==> src/hdl/sci_pkg.sv <==
// =====================================================
// shared constants of the serial channel block
package sci_pkg;
  // system clock rate in hertz
  localparam int unsigned SCI_CLK_HZ = 200_000_000;
  // width of all byte counts and configured depths
  localparam int SCI_CNT_W = 11;
  // largest configurable buffer depth
  localparam logic [10:0] SCI_MAX_DEPTH = 11'h400;
  // width of the per-bit clock divider
  localparam int SCI_DIV_W = 17;
  // protocol byte field positions
  localparam int SCI_P_BITS_LO = 0;
  localparam int SCI_P_STOP = 2;
  localparam int SCI_P_PAR_LO = 3;
  // parity codes
  localparam logic [1:0] SCI_PAR_EVEN = 2'h2;
  localparam logic [1:0] SCI_PAR_ODD = 2'h3;
  // values after reset: 9600 baud, protocol 3 (8-N-1)
  localparam logic [3:0] SCI_RST_BAUD = 4'h2;
  localparam logic [7:0] SCI_RST_PROTO = 8'h03;
  localparam logic [3:0] SCI_NUM_RATES = 4'hb;

  // baud index to clock cycles per bit; an unknown index falls back to 9600
  function automatic logic [16:0] sci_bit_div(input logic [3:0] sel);
    int unsigned rate;
    case (sel)
      4'h0: rate = 2400;
      4'h1: rate = 4800;
      4'h3: rate = 14400;
      4'h4: rate = 19200;
      4'h5: rate = 28800;
      4'h6: rate = 38400;
      4'h7: rate = 57600;
      4'h8: rate = 76800;
      4'h9: rate = 115200;
      4'ha: rate = 230400;
      default: rate = 9600;
    endcase
    return 17'(SCI_CLK_HZ / rate);
  endfunction
endpackage

==> src/hdl/sci_serial.sv <==
`timescale 1ns/1ps
// Function
// - two independent channels, own config and buffers
// - channel zero also carries monitor/download path
// - eleven fixed baud rates, 2400 to 230400
// - protocol byte selects width, stop, parity
// - values 3/19/27 and 2/18/26 decode correctly
// - buffer depths configurable up to 1024 bytes
// - channel one raises event on byte arrival
// - no new event while one is serviced
// - event refires after service if data remains
// - baud and protocol changeable while running
// - transmitter drains its buffer on its own
// - write to full transmit buffer drops byte

// =====================================================
// fifo with a run-time fill limit below its physical depth
module sci_fifo #(
  parameter int WIDTH = 8,
  parameter int DEPTH = 16
) (
  input wire logic sys_clk,
  input wire logic reset,
  input wire logic [10:0] limit,
  input wire logic inValid,
  input wire logic [WIDTH-1:0] inData,
  output logic inReady,
  output logic outValid,
  output logic [WIDTH-1:0] outData,
  input wire logic outReady,
  output logic [10:0] count
);
  localparam int AW = $clog2(DEPTH);
  logic [WIDTH-1:0] mem [DEPTH]; // storage words
  logic [AW-1:0] wrPtr; // next slot to write
  logic [AW-1:0] rdPtr; // oldest slot
  logic doWr;
  logic doRd;
  // full at the configured depth or the physical one, whichever is less
  assign inReady = (count < limit) && (count < 11'(DEPTH));
  assign outValid = (count != 11'h000);
  assign outData = mem[rdPtr];
  assign doWr = inValid && inReady;
  assign doRd = outValid && outReady;

  // storage write
  always_ff @(posedge sys_clk) begin
    if (doWr) begin
      mem[wrPtr] <= inData;
    end
  end

  // pointers and fill count
  always_ff @(posedge sys_clk) begin
    if (reset) begin
      wrPtr <= '0;
      rdPtr <= '0;
      count <= 11'h000;
    end else begin
      if (doWr) begin
        wrPtr <= (wrPtr == AW'(DEPTH - 1)) ? '0 : wrPtr + AW'(1);
      end
      if (doRd) begin
        rdPtr <= (rdPtr == AW'(DEPTH - 1)) ? '0 : rdPtr + AW'(1);
      end
      count <= count + 11'(doWr) - 11'(doRd);
    end
  end
endmodule

// =====================================================
// one serial channel: config, buffers, transmitter, receiver
module sci_channel #(
  parameter int DEPTH = 16
) (
  input wire logic sys_clk,
  input wire logic reset,
  input wire logic cfgApply,
  input wire logic [3:0] cfgBaud,
  input wire logic [7:0] cfgProto,
  input wire logic [10:0] cfgRxDepth,
  input wire logic [10:0] cfgTxDepth,
  output logic cfgDone,
  input wire logic txValid,
  input wire logic [7:0] txData,
  output logic txReady,
  output logic txDrop,
  output logic [10:0] txFree,
  output logic rxValid,
  output logic [7:0] rxData,
  input wire logic rxReady,
  output logic [10:0] rxCount,
  output logic rxArrive,
  output logic rxError,
  input wire logic serialIn,
  output logic serialOut
);
  typedef enum logic [2:0] {SCI_IDLE, SCI_START, SCI_DATA, SCI_PAR, SCI_STOP} sci_state_t;
  sci_state_t txState; // transmitter state
  sci_state_t rxState; // receiver state
  logic [16:0] bitDiv; // cycles per bit
  logic [3:0] nBits; // data bits per frame
  logic twoStop; // two stop bits
  logic [1:0] parMode; // parity mode
  logic [10:0] rxLim; // receive depth limit
  logic [10:0] txLim; // transmit depth limit
  logic txOutValid;
  logic [7:0] txOutData;
  logic txOutReady;
  logic [10:0] txCount;
  logic [16:0] txTmr; // transmit bit timer
  logic [7:0] txShift; // bits still to send
  logic [3:0] txIdx; // bit index within data or stop
  logic txPar; // running parity
  logic [16:0] rxTmr; // receive sample timer
  logic [7:0] rxShift; // collected data bits
  logic [3:0] rxIdx;
  logic rxPar;
  logic rxPush; // good byte into buffer
  logic rxPushReady;
  logic txTick;
  logic rxTick;

  // =====================================================
  // configuration, latched on apply; a later apply retunes live
  always_ff @(posedge sys_clk) begin
    if (reset) begin
      bitDiv <= sci_pkg::sci_bit_div(sci_pkg::SCI_RST_BAUD);
      nBits <= 4'h8;
      twoStop <= 1'b0;
      parMode <= 2'h0;
      rxLim <= 11'h000;
      txLim <= 11'h000;
      cfgDone <= 1'b0;
    end else if (cfgApply) begin
      bitDiv <= sci_pkg::sci_bit_div(cfgBaud);
      nBits <= 4'h5 + {2'h0, cfgProto[sci_pkg::SCI_P_BITS_LO +: 2]};
      twoStop <= cfgProto[sci_pkg::SCI_P_STOP];
      parMode <= cfgProto[sci_pkg::SCI_P_PAR_LO +: 2];
      // depths are clipped to the maximum; physical depth clips further
      rxLim <= (cfgRxDepth > sci_pkg::SCI_MAX_DEPTH) ? sci_pkg::SCI_MAX_DEPTH : cfgRxDepth;
      txLim <= (cfgTxDepth > sci_pkg::SCI_MAX_DEPTH) ? sci_pkg::SCI_MAX_DEPTH : cfgTxDepth;
      cfgDone <= 1'b1;
    end
  end

  // =====================================================
  // transmit buffer; a write that does not fit is dropped, never stalled
  sci_fifo #(.WIDTH(8), .DEPTH(DEPTH)) txFifo (
    .sys_clk(sys_clk), .reset(reset), .limit(txLim),
    .inValid(txValid), .inData(txData), .inReady(txReady),
    .outValid(txOutValid), .outData(txOutData), .outReady(txOutReady),
    .count(txCount)
  );
  assign txDrop = txValid && !txReady;
  // free space against the smaller of the two limits
  assign txFree = ((txLim < 11'(DEPTH)) ? txLim : 11'(DEPTH)) - txCount;
  assign txOutReady = (txState == SCI_IDLE) && cfgDone;
  assign txTick = (txTmr == bitDiv - 17'h00001);

  // transmitter: pulls one byte whenever idle until the buffer empties
  always_ff @(posedge sys_clk) begin
    if (reset) begin
      txState <= SCI_IDLE;
      serialOut <= 1'b1;
      txTmr <= '0;
      txShift <= 8'h00;
      txIdx <= 4'h0;
      txPar <= 1'b0;
    end else begin
      txTmr <= (txState == SCI_IDLE || txTick) ? 17'h00000 : txTmr + 17'h00001;
      unique case (txState)
        SCI_IDLE: begin
          serialOut <= 1'b1; // idle line high
          if (txOutValid && txOutReady) begin
            serialOut <= 1'b0;
            txShift <= txOutData;
            txPar <= (parMode == sci_pkg::SCI_PAR_ODD);
            txIdx <= 4'h0;
            txState <= SCI_START;
          end
        end
        SCI_START, SCI_DATA: begin
          if (txTick) begin
            if (txState == SCI_DATA && txIdx == nBits) begin
              // parity only for even or odd; reserved code sends none
              if (parMode[1]) begin
                serialOut <= txPar;
                txState <= SCI_PAR;
              end else begin
                serialOut <= 1'b1;
                txIdx <= 4'h0;
                txState <= SCI_STOP;
              end
            end else begin
              serialOut <= txShift[0];
              txShift <= {1'b0, txShift[7:1]};
              txPar <= txPar ^ txShift[0];
              txIdx <= txIdx + 4'h1;
              txState <= SCI_DATA;
            end
          end
        end
        SCI_PAR: begin
          if (txTick) begin
            serialOut <= 1'b1;
            txIdx <= 4'h0;
            txState <= SCI_STOP;
          end
        end
        SCI_STOP: begin
          if (txTick) begin
            if (twoStop && txIdx == 4'h0) begin
              txIdx <= 4'h1;
            end else begin
              txState <= SCI_IDLE;
            end
          end
        end
      endcase
    end
  end

  // =====================================================
  // receiver: samples each bit at its middle, first stop bit only
  assign rxTick = (rxTmr == 17'h00000);
  always_ff @(posedge sys_clk) begin
    if (reset) begin
      rxState <= SCI_IDLE;
      rxTmr <= '0;
      rxShift <= 8'h00;
      rxIdx <= 4'h0;
      rxPar <= 1'b0;
      rxPush <= 1'b0;
      rxError <= 1'b0;
    end else begin
      rxPush <= 1'b0;
      rxError <= 1'b0;
      rxTmr <= rxTick ? bitDiv - 17'h00001 : rxTmr - 17'h00001;
      unique case (rxState)
        SCI_IDLE: begin
          if (!serialIn && cfgDone) begin
            rxTmr <= {1'b0, bitDiv[16:1]}; // half a bit to the middle
            rxState <= SCI_START;
          end
        end
        SCI_START: begin
          if (rxTick) begin
            // a glitch that is high again at mid-bit is no start
            rxState <= serialIn ? SCI_IDLE : SCI_DATA;
            rxIdx <= 4'h0;
            rxShift <= 8'h00;
            rxPar <= (parMode == sci_pkg::SCI_PAR_ODD);
          end
        end
        SCI_DATA: begin
          if (rxTick) begin
            rxShift[rxIdx[2:0]] <= serialIn;
            rxPar <= rxPar ^ serialIn;
            rxIdx <= rxIdx + 4'h1;
            if (rxIdx + 4'h1 == nBits) begin
              rxState <= parMode[1] ? SCI_PAR : SCI_STOP;
            end
          end
        end
        SCI_PAR: begin
          if (rxTick) begin
            rxPar <= rxPar ^ serialIn;
            rxState <= SCI_STOP;
          end
        end
        SCI_STOP: begin
          if (rxTick) begin
            // bad stop or parity drops the byte and pulses an error
            if (serialIn && !(parMode[1] && rxPar)) begin
              rxPush <= 1'b1;
            end else begin
              rxError <= 1'b1;
            end
            rxState <= SCI_IDLE;
          end
        end
      endcase
    end
  end

  // receive buffer; overrun bytes are lost when the reader falls behind
  sci_fifo #(.WIDTH(8), .DEPTH(DEPTH)) rxFifo (
    .sys_clk(sys_clk), .reset(reset), .limit(rxLim),
    .inValid(rxPush), .inData(rxShift), .inReady(rxPushReady),
    .outValid(rxValid), .outData(rxData), .outReady(rxReady),
    .count(rxCount)
  );
  assign rxArrive = rxPush && rxPushReady;

  // =====================================================
  // checks
  chk_tx_start: assert property (@(posedge sys_clk) disable iff (reset)
    txState == SCI_IDLE && txOutValid && txOutReady |=> !serialOut && txState == SCI_START)
    else $error("start bit not driven low");
  chk_stop_high: assert property (@(posedge sys_clk) disable iff (reset)
    txState == SCI_STOP || txState == SCI_IDLE |-> serialOut)
    else $error("line not high in stop or idle");
  // a refused write must not grow the count; the drain may still shrink it
  chk_full_drop: assert property (@(posedge sys_clk) disable iff (reset)
    txValid && txFree == 11'h000 |-> txDrop && !txReady ##1 txCount <= $past(txCount))
    else $error("write to full buffer not dropped");
  // an idle configured transmitter takes the oldest byte, even with a write alongside
  chk_tx_drain: assert property (@(posedge sys_clk) disable iff (reset)
    txState == SCI_IDLE && txOutValid && cfgDone
    |=> txState == SCI_START && txCount == $past(txCount) - 11'h001
    + {10'h000, $past(txValid) && $past(txReady)})
    else $error("transmitter did not take byte");
  chk_cfg_width: assert property (@(posedge sys_clk) disable iff (reset)
    cfgApply && cfgProto == 8'h1b |=> nBits == 4'h8 && parMode == sci_pkg::SCI_PAR_ODD && !twoStop)
    else $error("protocol 27 misdecoded");
  chk_cfg_baud: assert property (@(posedge sys_clk) disable iff (reset)
    cfgApply && cfgBaud == 4'ha |=> bitDiv == 17'(sci_pkg::SCI_CLK_HZ / 230400))
    else $error("baud divider not retuned");
endmodule

// =====================================================
// top: two channels, monitor path on channel zero, event on channel one
module sci_serial #(
  parameter int NUM_CH = 2,
  parameter int DEPTH = 16
) (
  input wire logic sys_clk,
  input wire logic reset,
  input wire logic [NUM_CH-1:0] serial_runtime_reconfigure,
  input wire logic [NUM_CH*4-1:0] cfgBaud,
  input wire logic [NUM_CH*8-1:0] cfgProto,
  input wire logic [NUM_CH*11-1:0] cfgRxDepth,
  input wire logic [NUM_CH*11-1:0] cfgTxDepth,
  output logic [NUM_CH-1:0] cfgDone,
  input wire logic [NUM_CH-1:0] txValid,
  input wire logic [NUM_CH*8-1:0] txData,
  output logic [NUM_CH-1:0] txReady,
  output logic [NUM_CH-1:0] txDrop,
  output logic [NUM_CH*11-1:0] txFree,
  output logic [NUM_CH-1:0] rxValid,
  output logic [NUM_CH*8-1:0] rxData,
  input wire logic [NUM_CH-1:0] rxReady,
  output logic [NUM_CH*11-1:0] rxCount,
  output logic [NUM_CH-1:0] rxError,
  input wire logic monitorMode,
  input wire logic monTxValid,
  input wire logic [7:0] monTxData,
  output logic monRxValid,
  input wire logic monRxReady,
  input wire logic rxEventEnable,
  input wire logic serviceActive,
  output logic rx_arrival_event,
  input wire logic [NUM_CH-1:0] serialIn,
  output logic [NUM_CH-1:0] serialOut
);
  logic [NUM_CH-1:0] chTxValid; // per channel write after monitor mux
  logic [NUM_CH*8-1:0] chTxData;
  logic [NUM_CH-1:0] chRxValid;
  logic [NUM_CH-1:0] chRxReady;
  logic [NUM_CH-1:0] arrive;
  logic pending; // arrival not yet signalled
  logic awaitSvc; // event raised, service not yet begun
  logic svcPrev; // service level one cycle ago

  // channel zero belongs to the monitor while monitorMode is high;
  // the normal txValid, txData, rxValid and rxReady of channel zero are cut off in that mode
  always_comb begin
    chTxValid = txValid;
    chTxData = txData;
    chRxReady = rxReady;
    rxValid = chRxValid;
    chTxValid[0] = monitorMode ? monTxValid : txValid[0];
    chTxData[7:0] = monitorMode ? monTxData : txData[7:0];
    chRxReady[0] = monitorMode ? monRxReady : rxReady[0];
    rxValid[0] = chRxValid[0] && !monitorMode;
  end
  assign monRxValid = chRxValid[0] && monitorMode;

  // one full channel per index
  for (genvar c = 0; c < NUM_CH; c++) begin : gCh
    sci_channel #(.DEPTH(DEPTH)) chan (
      .sys_clk(sys_clk), .reset(reset),
      .cfgApply(serial_runtime_reconfigure[c]), .cfgBaud(cfgBaud[c*4 +: 4]),
      .cfgProto(cfgProto[c*8 +: 8]), .cfgRxDepth(cfgRxDepth[c*11 +: 11]),
      .cfgTxDepth(cfgTxDepth[c*11 +: 11]), .cfgDone(cfgDone[c]),
      .txValid(chTxValid[c]), .txData(chTxData[c*8 +: 8]), .txReady(txReady[c]),
      .txDrop(txDrop[c]), .txFree(txFree[c*11 +: 11]),
      .rxValid(chRxValid[c]), .rxData(rxData[c*8 +: 8]), .rxReady(chRxReady[c]),
      .rxCount(rxCount[c*11 +: 11]), .rxArrive(arrive[c]), .rxError(rxError[c]),
      .serialIn(serialIn[c]), .serialOut(serialOut[c])
    );
  end

  // =====================================================
  // receive event of channel one; held off while serviced, so a
  // burst of bytes during service yields a single follow-up event
  always_ff @(posedge sys_clk) begin
    if (reset) begin
      pending <= 1'b0;
      awaitSvc <= 1'b0;
      svcPrev <= 1'b0;
      rx_arrival_event <= 1'b0;
    end else begin
      svcPrev <= serviceActive;
      rx_arrival_event <= 1'b0;
      if (serviceActive) begin
        awaitSvc <= 1'b0;
      end
      if (pending && rxEventEnable && !serviceActive && !awaitSvc) begin
        rx_arrival_event <= 1'b1;
        awaitSvc <= 1'b1;
        pending <= 1'b0;
      end
      // new arrivals and leftovers at service end win over the clear
      if (arrive[1] || (svcPrev && !serviceActive && rxCount[21:11] != 11'h000)) begin
        pending <= 1'b1;
      end
    end
  end

  chk_evt_hold: assert property (@(posedge sys_clk) disable iff (reset)
    serviceActive |=> !rx_arrival_event)
    else $error("event raised during service");
  // an already pending arrival fires one cycle sooner than a fresh one
  chk_evt_refire: assert property (@(posedge sys_clk) disable iff (reset)
    rxEventEnable && $fell(serviceActive) && rxCount[21:11] != 11'h000 && !awaitSvc
    ##1 (rxEventEnable && !serviceActive) |-> ##[0:1] rx_arrival_event)
    else $error("no event after service with data left");
  chk_evt_arrive: assert property (@(posedge sys_clk) disable iff (reset)
    arrive[1] && rxEventEnable && !serviceActive && !awaitSvc && !rx_arrival_event
    ##1 (rxEventEnable && !serviceActive) |-> ##[0:1] rx_arrival_event)
    else $error("no event after arrival");
endmodule

==> config.mk <==
export PLATFORM = sky130hd
export DESIGN_NAME = sci_serial
export DESIGN_NICKNAME = d
export VERILOG_FILES = /design/src/hdl/sci_pkg.sv /design/src/hdl/sci_serial.sv
export SDC_FILE = /design/constraint.sdc
export NUM_CORES = 1
export LEC_CHECK = 0
export BUFFER_PORTS_ARGS = -buffer_cell sky130_fd_sc_hd__buf_4
export CAP_MARGIN = 20
export CORE_ASPECT_RATIO = 0.9
export CORE_MARGIN = 3
export CORE_UTILIZATION = 25
export DETAILED_ROUTE_END_ITERATION = 10
export PLACE_DENSITY = 0.44
export SLEW_MARGIN = 20
export SYNTH_ARGS = -nofsm -noshare
export SYNTH_HDL_FRONTEND = slang
export SYNTH_HIERARCHICAL = 1
export SYNTH_SLANG_ARGS = --single-unit
==> constraint.sdc <==
create_clock -name sys_clk -period 130.2 [get_ports sys_clk]
set_clock_uncertainty 0.05 [all_clocks]
set_input_delay 13.02 -clock sys_clk [delete_from_list [all_inputs] [get_ports sys_clk]]
set_output_delay 13.02 -clock sys_clk [all_outputs]
set_load 0.1 [all_outputs]
After elaboration in Yosys (flattened, before gate mapping)
Memory sizes are Yosys's and may differ from the RTL's. A register that Yosys moved wholly into a read port is not among the register bits.
Cells that the tools add are included.
{"block": "totals", "memories": 6, "register_bits": 312, "word_cells": 425, "mem_bits_ro": 416, "output_inout_bits": 74, "ramBits": 512}
{"block": "op_classes", "reduce_logical": 91, "n_mux": 152, "div_mod_pow": 2, "n_bitwise": 8, "n_lt_le_gt_ge": 18, "add_sub_neg": 30, "eq_ne": 62}
{"name": "(name not given)", "words": 16, "word_bits": 13, "read_ports": 1, "rd_ports_with_merged_regs": 0, "wr": 0, "line_no": "sci_pkg.sv:27", "source": "case (sel)"}
{"name": "(name not given)", "words": 16, "word_bits": 13, "read_ports": 1, "rd_ports_with_merged_regs": 0, "wr": 0, "line_no": "sci_pkg.sv:27"}
{"name": "gCh[0].chan.rxFifo.mem", "words": 16, "word_bits": 8, "read_ports": 1, "rd_ports_with_merged_regs": 1, "wr": 1, "line_no": "sci_serial.sv:34", "source": "logic [WIDTH-1:0] mem [DEPTH];"}
{"name": "gCh[0].chan.txFifo.mem", "words": 16, "word_bits": 8, "read_ports": 1, "rd_ports_with_merged_regs": 1, "wr": 1, "line_no": "sci_serial.sv:34"}
{"name": "gCh[1].chan.rxFifo.mem", "words": 16, "word_bits": 8, "read_ports": 1, "rd_ports_with_merged_regs": 1, "wr": 1, "line_no": "sci_serial.sv:34"}
{"name": "gCh[1].chan.txFifo.mem", "words": 16, "word_bits": 8, "read_ports": 1, "rd_ports_with_merged_regs": 1, "wr": 1, "line_no": "sci_serial.sv:34"}
{"cell": "two-way mux 4 bit", "count": 34}
{"cell": "two-way mux 32 bit", "count": 4}
{"cell": "two-way mux 17 bit", "count": 6}
{"cell": "two-way mux 8 bit", "count": 11}
{"cell": "two-way mux 3 bit", "count": 26}
{"cell": "subtractor 17 x 1 -> 17 bit, second input constant", "count": 4}
{"cell": "less-than comparator 11 x 5 -> 1 bit, second input constant", "count": 6}
{"cell": "two-way mux 11 bit", "count": 6}
{"cell": "divider 28 x 32 -> 32 bit, first input constant", "count": 2}
{"cell": "case mux 8 bit (2 select lines)", "count": 4}
{"cell": "adder 4 x 1 -> 4 bit, second input constant", "count": 12}
{"cell": "adder 11 x 1 -> 11 bit", "count": 4}
{"cell": "greater-than comparator 11 bit, second input constant", "count": 4}
{"cell": "less-than comparator 11 bit", "count": 4}
{"cell": "inequality test 2 x 1 -> 1 bit, second input constant", "count": 22}
{"cell": "nonzero test 11 bit", "count": 4}
{"cell": "subtractor 11 x 1 -> 11 bit", "count": 4}
{"cell": "two-way mux 1 bit", "count": 41}
{"cell": "logical AND 1 bit", "count": 35}
{"cell": "adder 17 x 1 -> 17 bit, second input constant", "count": 2}
{"cell": "equality test 17 bit", "count": 2}
{"cell": "logical NOT 17 bit", "count": 2}
{"cell": "equality test 4 bit, second input constant", "count": 8}
{"cell": "case mux 4 bit (4 select lines)", "count": 2}
{"cell": "other kinds (33)", "count": 114}

Depth between registers and ports, before layout
{"block": "depth", "word_depth": 7, "mapped_depth": 349}

Modules after synthesis
Netlist, hierarchy kept.
{"module": "sci_channel at gCh[1].chan", "cells_per_inst": 3311, "instances": 1, "area_per_inst_um2": 23576.4, "seq_area_each_um2": 2322.2}
{"module": "sci_channel at gCh[0].chan", "cells_per_inst": 3173, "instances": 1, "area_per_inst_um2": 22749.3, "seq_area_each_um2": 2322.2}
{"module": "sci_fifo at gCh[0].chan.rxFifo ...", "cells_per_inst": 408, "instances": 2, "area_per_inst_um2": 6785.3, "seq_area_each_um2": 4304.1}
{"module": "sci_fifo at gCh[1].chan.txFifo", "cells_per_inst": 406, "instances": 1, "area_per_inst_um2": 6785.3, "seq_area_each_um2": 4304.1}
{"module": "sci_fifo at gCh[0].chan.txFifo", "cells_per_inst": 407, "instances": 1, "area_per_inst_um2": 6784.0, "seq_area_each_um2": 4304.1}
{"module": "sci_serial", "cells_per_inst": 32, "instances": 1, "area_per_inst_um2": 294.0, "seq_area_each_um2": 80.1}

Least setup slack after synthesis
No wires, ideal clock.
{"block": "synth_timing", "path_type": "input-to-reg", "startpoint": "input cfgBaud[5]", "endpoint": "register gCh[1].chan.bitDiv[0]", "setup_ps": 123, "stages": 336, "required_time_ps": 130027, "t_arrival_ps": 75744, "setup_slack_ps": 54282, "path_cell_list": "inv_1 ha_1 clkbuf_1 nor2_1 a21oi_1 o21ai_0 ha_1 and3_1 a221o_1 nand3_1 inv_1 ha_1 o21a_1 o211ai_1 a21oi_1 mux2_2 ha_1 o21a_1 [... 300 more ...] o21ai_0 nand2b_1 a21oi_1 nor2b_1 o21ai_0 nand2b_1 a21oi_1 nor2b_1 o21ai_0 nand2b_1 a21oi_1 nor2b_1 o21ai_0 nand3_1 or4_1 nor4b_2 o221a_1 a31oi_1"}
{"block": "synth_between", "elab_chain_len": 4}
{"element": "start: declaration", "line_no": "sci_serial.sv:331", "source": "input wire logic [NUM_CH*4-1:0] cfgBaud,"}
{"element": "memory read (16 x 13 bit)"}
{"element": "two-way mux 32 bit", "line_no": "sci_serial.sv:135", "source": "end else if (cfgApply) begin"}
{"element": "two-way mux 32 bit", "line_no": "sci_serial.sv:127", "source": "if (reset) begin"}
{"element": "divider 28 x 32 -> 32 bit", "line_no": "sci_pkg.sv:40", "source": "return 17'(SCI_CLK_HZ / rate);"}
{"element": "end signal: assignment", "line_no": "sci_serial.sv:128", "source": "bitDiv <= sci_pkg::sci_bit_div(sci_pkg::SCI_RST_BAUD);"}
{"element": "end signal: assignment", "line_no": "sci_serial.sv:136", "source": "bitDiv <= sci_pkg::sci_bit_div(cfgBaud);"}
{"element": "end: declaration", "line_no": "sci_serial.sv:101", "source": "logic [16:0] bitDiv;"}
No other way between the ends. The select of a mux whose other input is x is not followed.
A chain may end at the register's enable or synchronous reset.

Worst setup path after layout
Ends and elaborated chain as after synthesis.

==> flow_summary.ini <==
[run_status]
status = completed

[sta]
final-hold-violation-count = 0
max_freq_ghz = 0.0114
period_share_pct = 67.2
post-route-min-period_ns = 87.55
tightest_slew_ns = 1.08
rsz0062_at_grt = no
setup_viol = 0
relSlewSlack_pct = 27.8
fin_ws_ns = 42.65
fin_setup_tns_ns = 0
slew_viol_final = 0

[worst_setup_path]
slowest_delay_ns = 0.85
regToRegEndpoint = gCh[0].chan/txIdx[3]
path_common_cell = o21a_1
cp_max_fo = 42
cp-end-kind = flip-flop
cp.required_ns = 130.68
crit_slowest_cell = or4_1
startpoint = cfgBaud[5]
worst-setup-path-type = in -> reg
timing.rr.start = gCh[0].chan/bitDiv[2]
cp.arrival_ns = 88.03
rrSetupSlack_ns = 125.29
cp-endpoint = gCh[1].chan/bitDiv[0]
ff2ff_path_depth = 15
critPathLaunchType = input port

[floorplan]
die_h_um = 521
core.rowCount = 188
ios = 181
die_area_um2 = 302000
coreArea_um2 = 293000
dieWidth_um = 579
start_util_pct = 25.2

[grt]
use_met2_pct = 23.1
grt_pass1_wl_mm = 346
use_met3_pct = 1.37
grt_pass1_vias = 60400
grt_max_degree = 81
grtUsageMet1_pct = 20.4
grtUsageTotal_pct = 14.1
grt-ovfl-total = 0
antenna_found_initial = 3
top_usage_layer = met2

[clock_tree]
cts.clk_slew.worst_paths_ns = 0.07
numCtsBuffers = 83
clkSinkCount = 840
h-tree-depth = 3
postCtsSetupBuffers = 0
hold_buffers = 0
cts.path.max_buffers = 3
clock_latency_ns = 0.67
root_buffer = clkbuf_16
cts_resized = 0
cts_tree = built

[routing]
drtIter0Drc = 4102
drt_pass1_iterations = 8
wl_per_cell_um = 18.1
ant_nets = 0
vias = 62000
avgViaCountPerCell = 5.08
wl_mm = 221
route.detailed.drc = 0

[synthesis]
yosys_warnings = 6
syn_inst = 8143
syn_area_um2 = 73700
synth_area_per_cell_um2 = 9.06

[place]
numPortBuffers = 174
preCtsSetupSlack_ns = 42.52
gpl.final_weighted_congestion = 0.831
hpwlAfterDp_mm = 165

[hold_path]
hold_class = reg -> reg

[job]
max-cap-violations = 0

[finish]
fill_cells = 30900
drive_gt1_share_pct = 11.2
fin_nets = 9034
area_growth_pct = 11.9
## placed cells by master, fill, tap and decap left out, drive strengths merged, types with 50 or more instances in the layout
cell	instances
xor2	200
or2	74
o21ai	440
a21o	179
a21oi	626
a31oi	88
and3	66
o211ai	55
mux4	160
clkbuf	103
nor3	274
ha	678
xnor2	274
nor2b	120
nor4	110
nand2	594
o21a	195
nand3	169
o31ai	111
nor2	753
mux2i	91
dfxtp	328
and2	76
nand4	63
inv	365
buf	292
or3	82
nand3b	50
mux2	141
nand2b	189
edfxtp	512
o21bai	52
a211oi	142
## area by class of cell
class / count / area, um2 / share of cell area [%]
well taps: 3895 / 4870 / 5.91
flip-flops and latches: 840 / 22000 / 26.6
repair buffers: 292 / 2200 / 2.66
diodes: 1 / 2.50 / 0.00303
inverters: 361 / 1360 / 1.64
multi-input cells: 6661 / 49400 / 59.9
clock buffers: 103 / 2180 / 2.65
clock inverters: 52 / 543 / 0.658
## state kept, by name (all words and copies together), names as in the netlist, 34 cells and up, named ones only
name,cells
gCh.chan/bitDiv,34
gCh.chan/rxFifo/mem,256
gCh.chan/rxTmr,34
gCh.chan/txFifo/mem,256
gCh.chan/txTmr,34
## per-layer routing
layer	share of wire (%)	wire [um]	vias to the layer above
met3	3.3	7260	179
met2	45	99200	1012
met5	0	0	-
li1	-	-	30900
met4	1.4	3050	0
met1	50	111000	29900
## worst max-delay path: cells and delay by family
| family | cells | cell delay, ns |
|---|---|---|
| muxes | 6 | 2.17 |
| adders and majority gates | 25 | 8.89 |
| AOI/OAI and AO/OA | 168 | 36.54 |
| and+or+nand+nor | 89 | 23.11 |
| buffers and inverters | 17 | 4.05 |
## how the worst min path moves through the flow
| stage | startpoint | to | cells past startpoint | slack, ns |
|---|---|---|---|---|
| finish | awaitSvc | rx_arrival_event | 1 | 0.38 |
| global route | awaitSvc | rx_arrival_event | 1 | 0.40 |
| CTS | awaitSvc | rx_arrival_event | 1 | 0.39 |
| detailed placement | awaitSvc | rx_arrival_event | 1 | 0.38 |
| global placement | awaitSvc | rx_arrival_event | 1 | 0.37 |
| floorplan | awaitSvc | rx_arrival_event | 1 | 0.36 |
## metrics by stage
stage | hold slack [ns] | std cells | cell area [um2] | utilization, %
after floorplan | 0.356 | 8159 | 73800 | -
after global placement | 0.371 | 12000 | 79700 | 27.2
after detailed placement | 0.375 | 12000 | 79700 | 27.3
after CTS | 0.388 | 12200 | 82500 | 28.2
after global routing | 0.403 | 12200 | 82500 | 28.2
final | 0.383 | 12200 | 82500 | 28.2
Power is not shown: default switching activity piles up to over one toggle a cycle in this logic, so the estimate is an artifact.
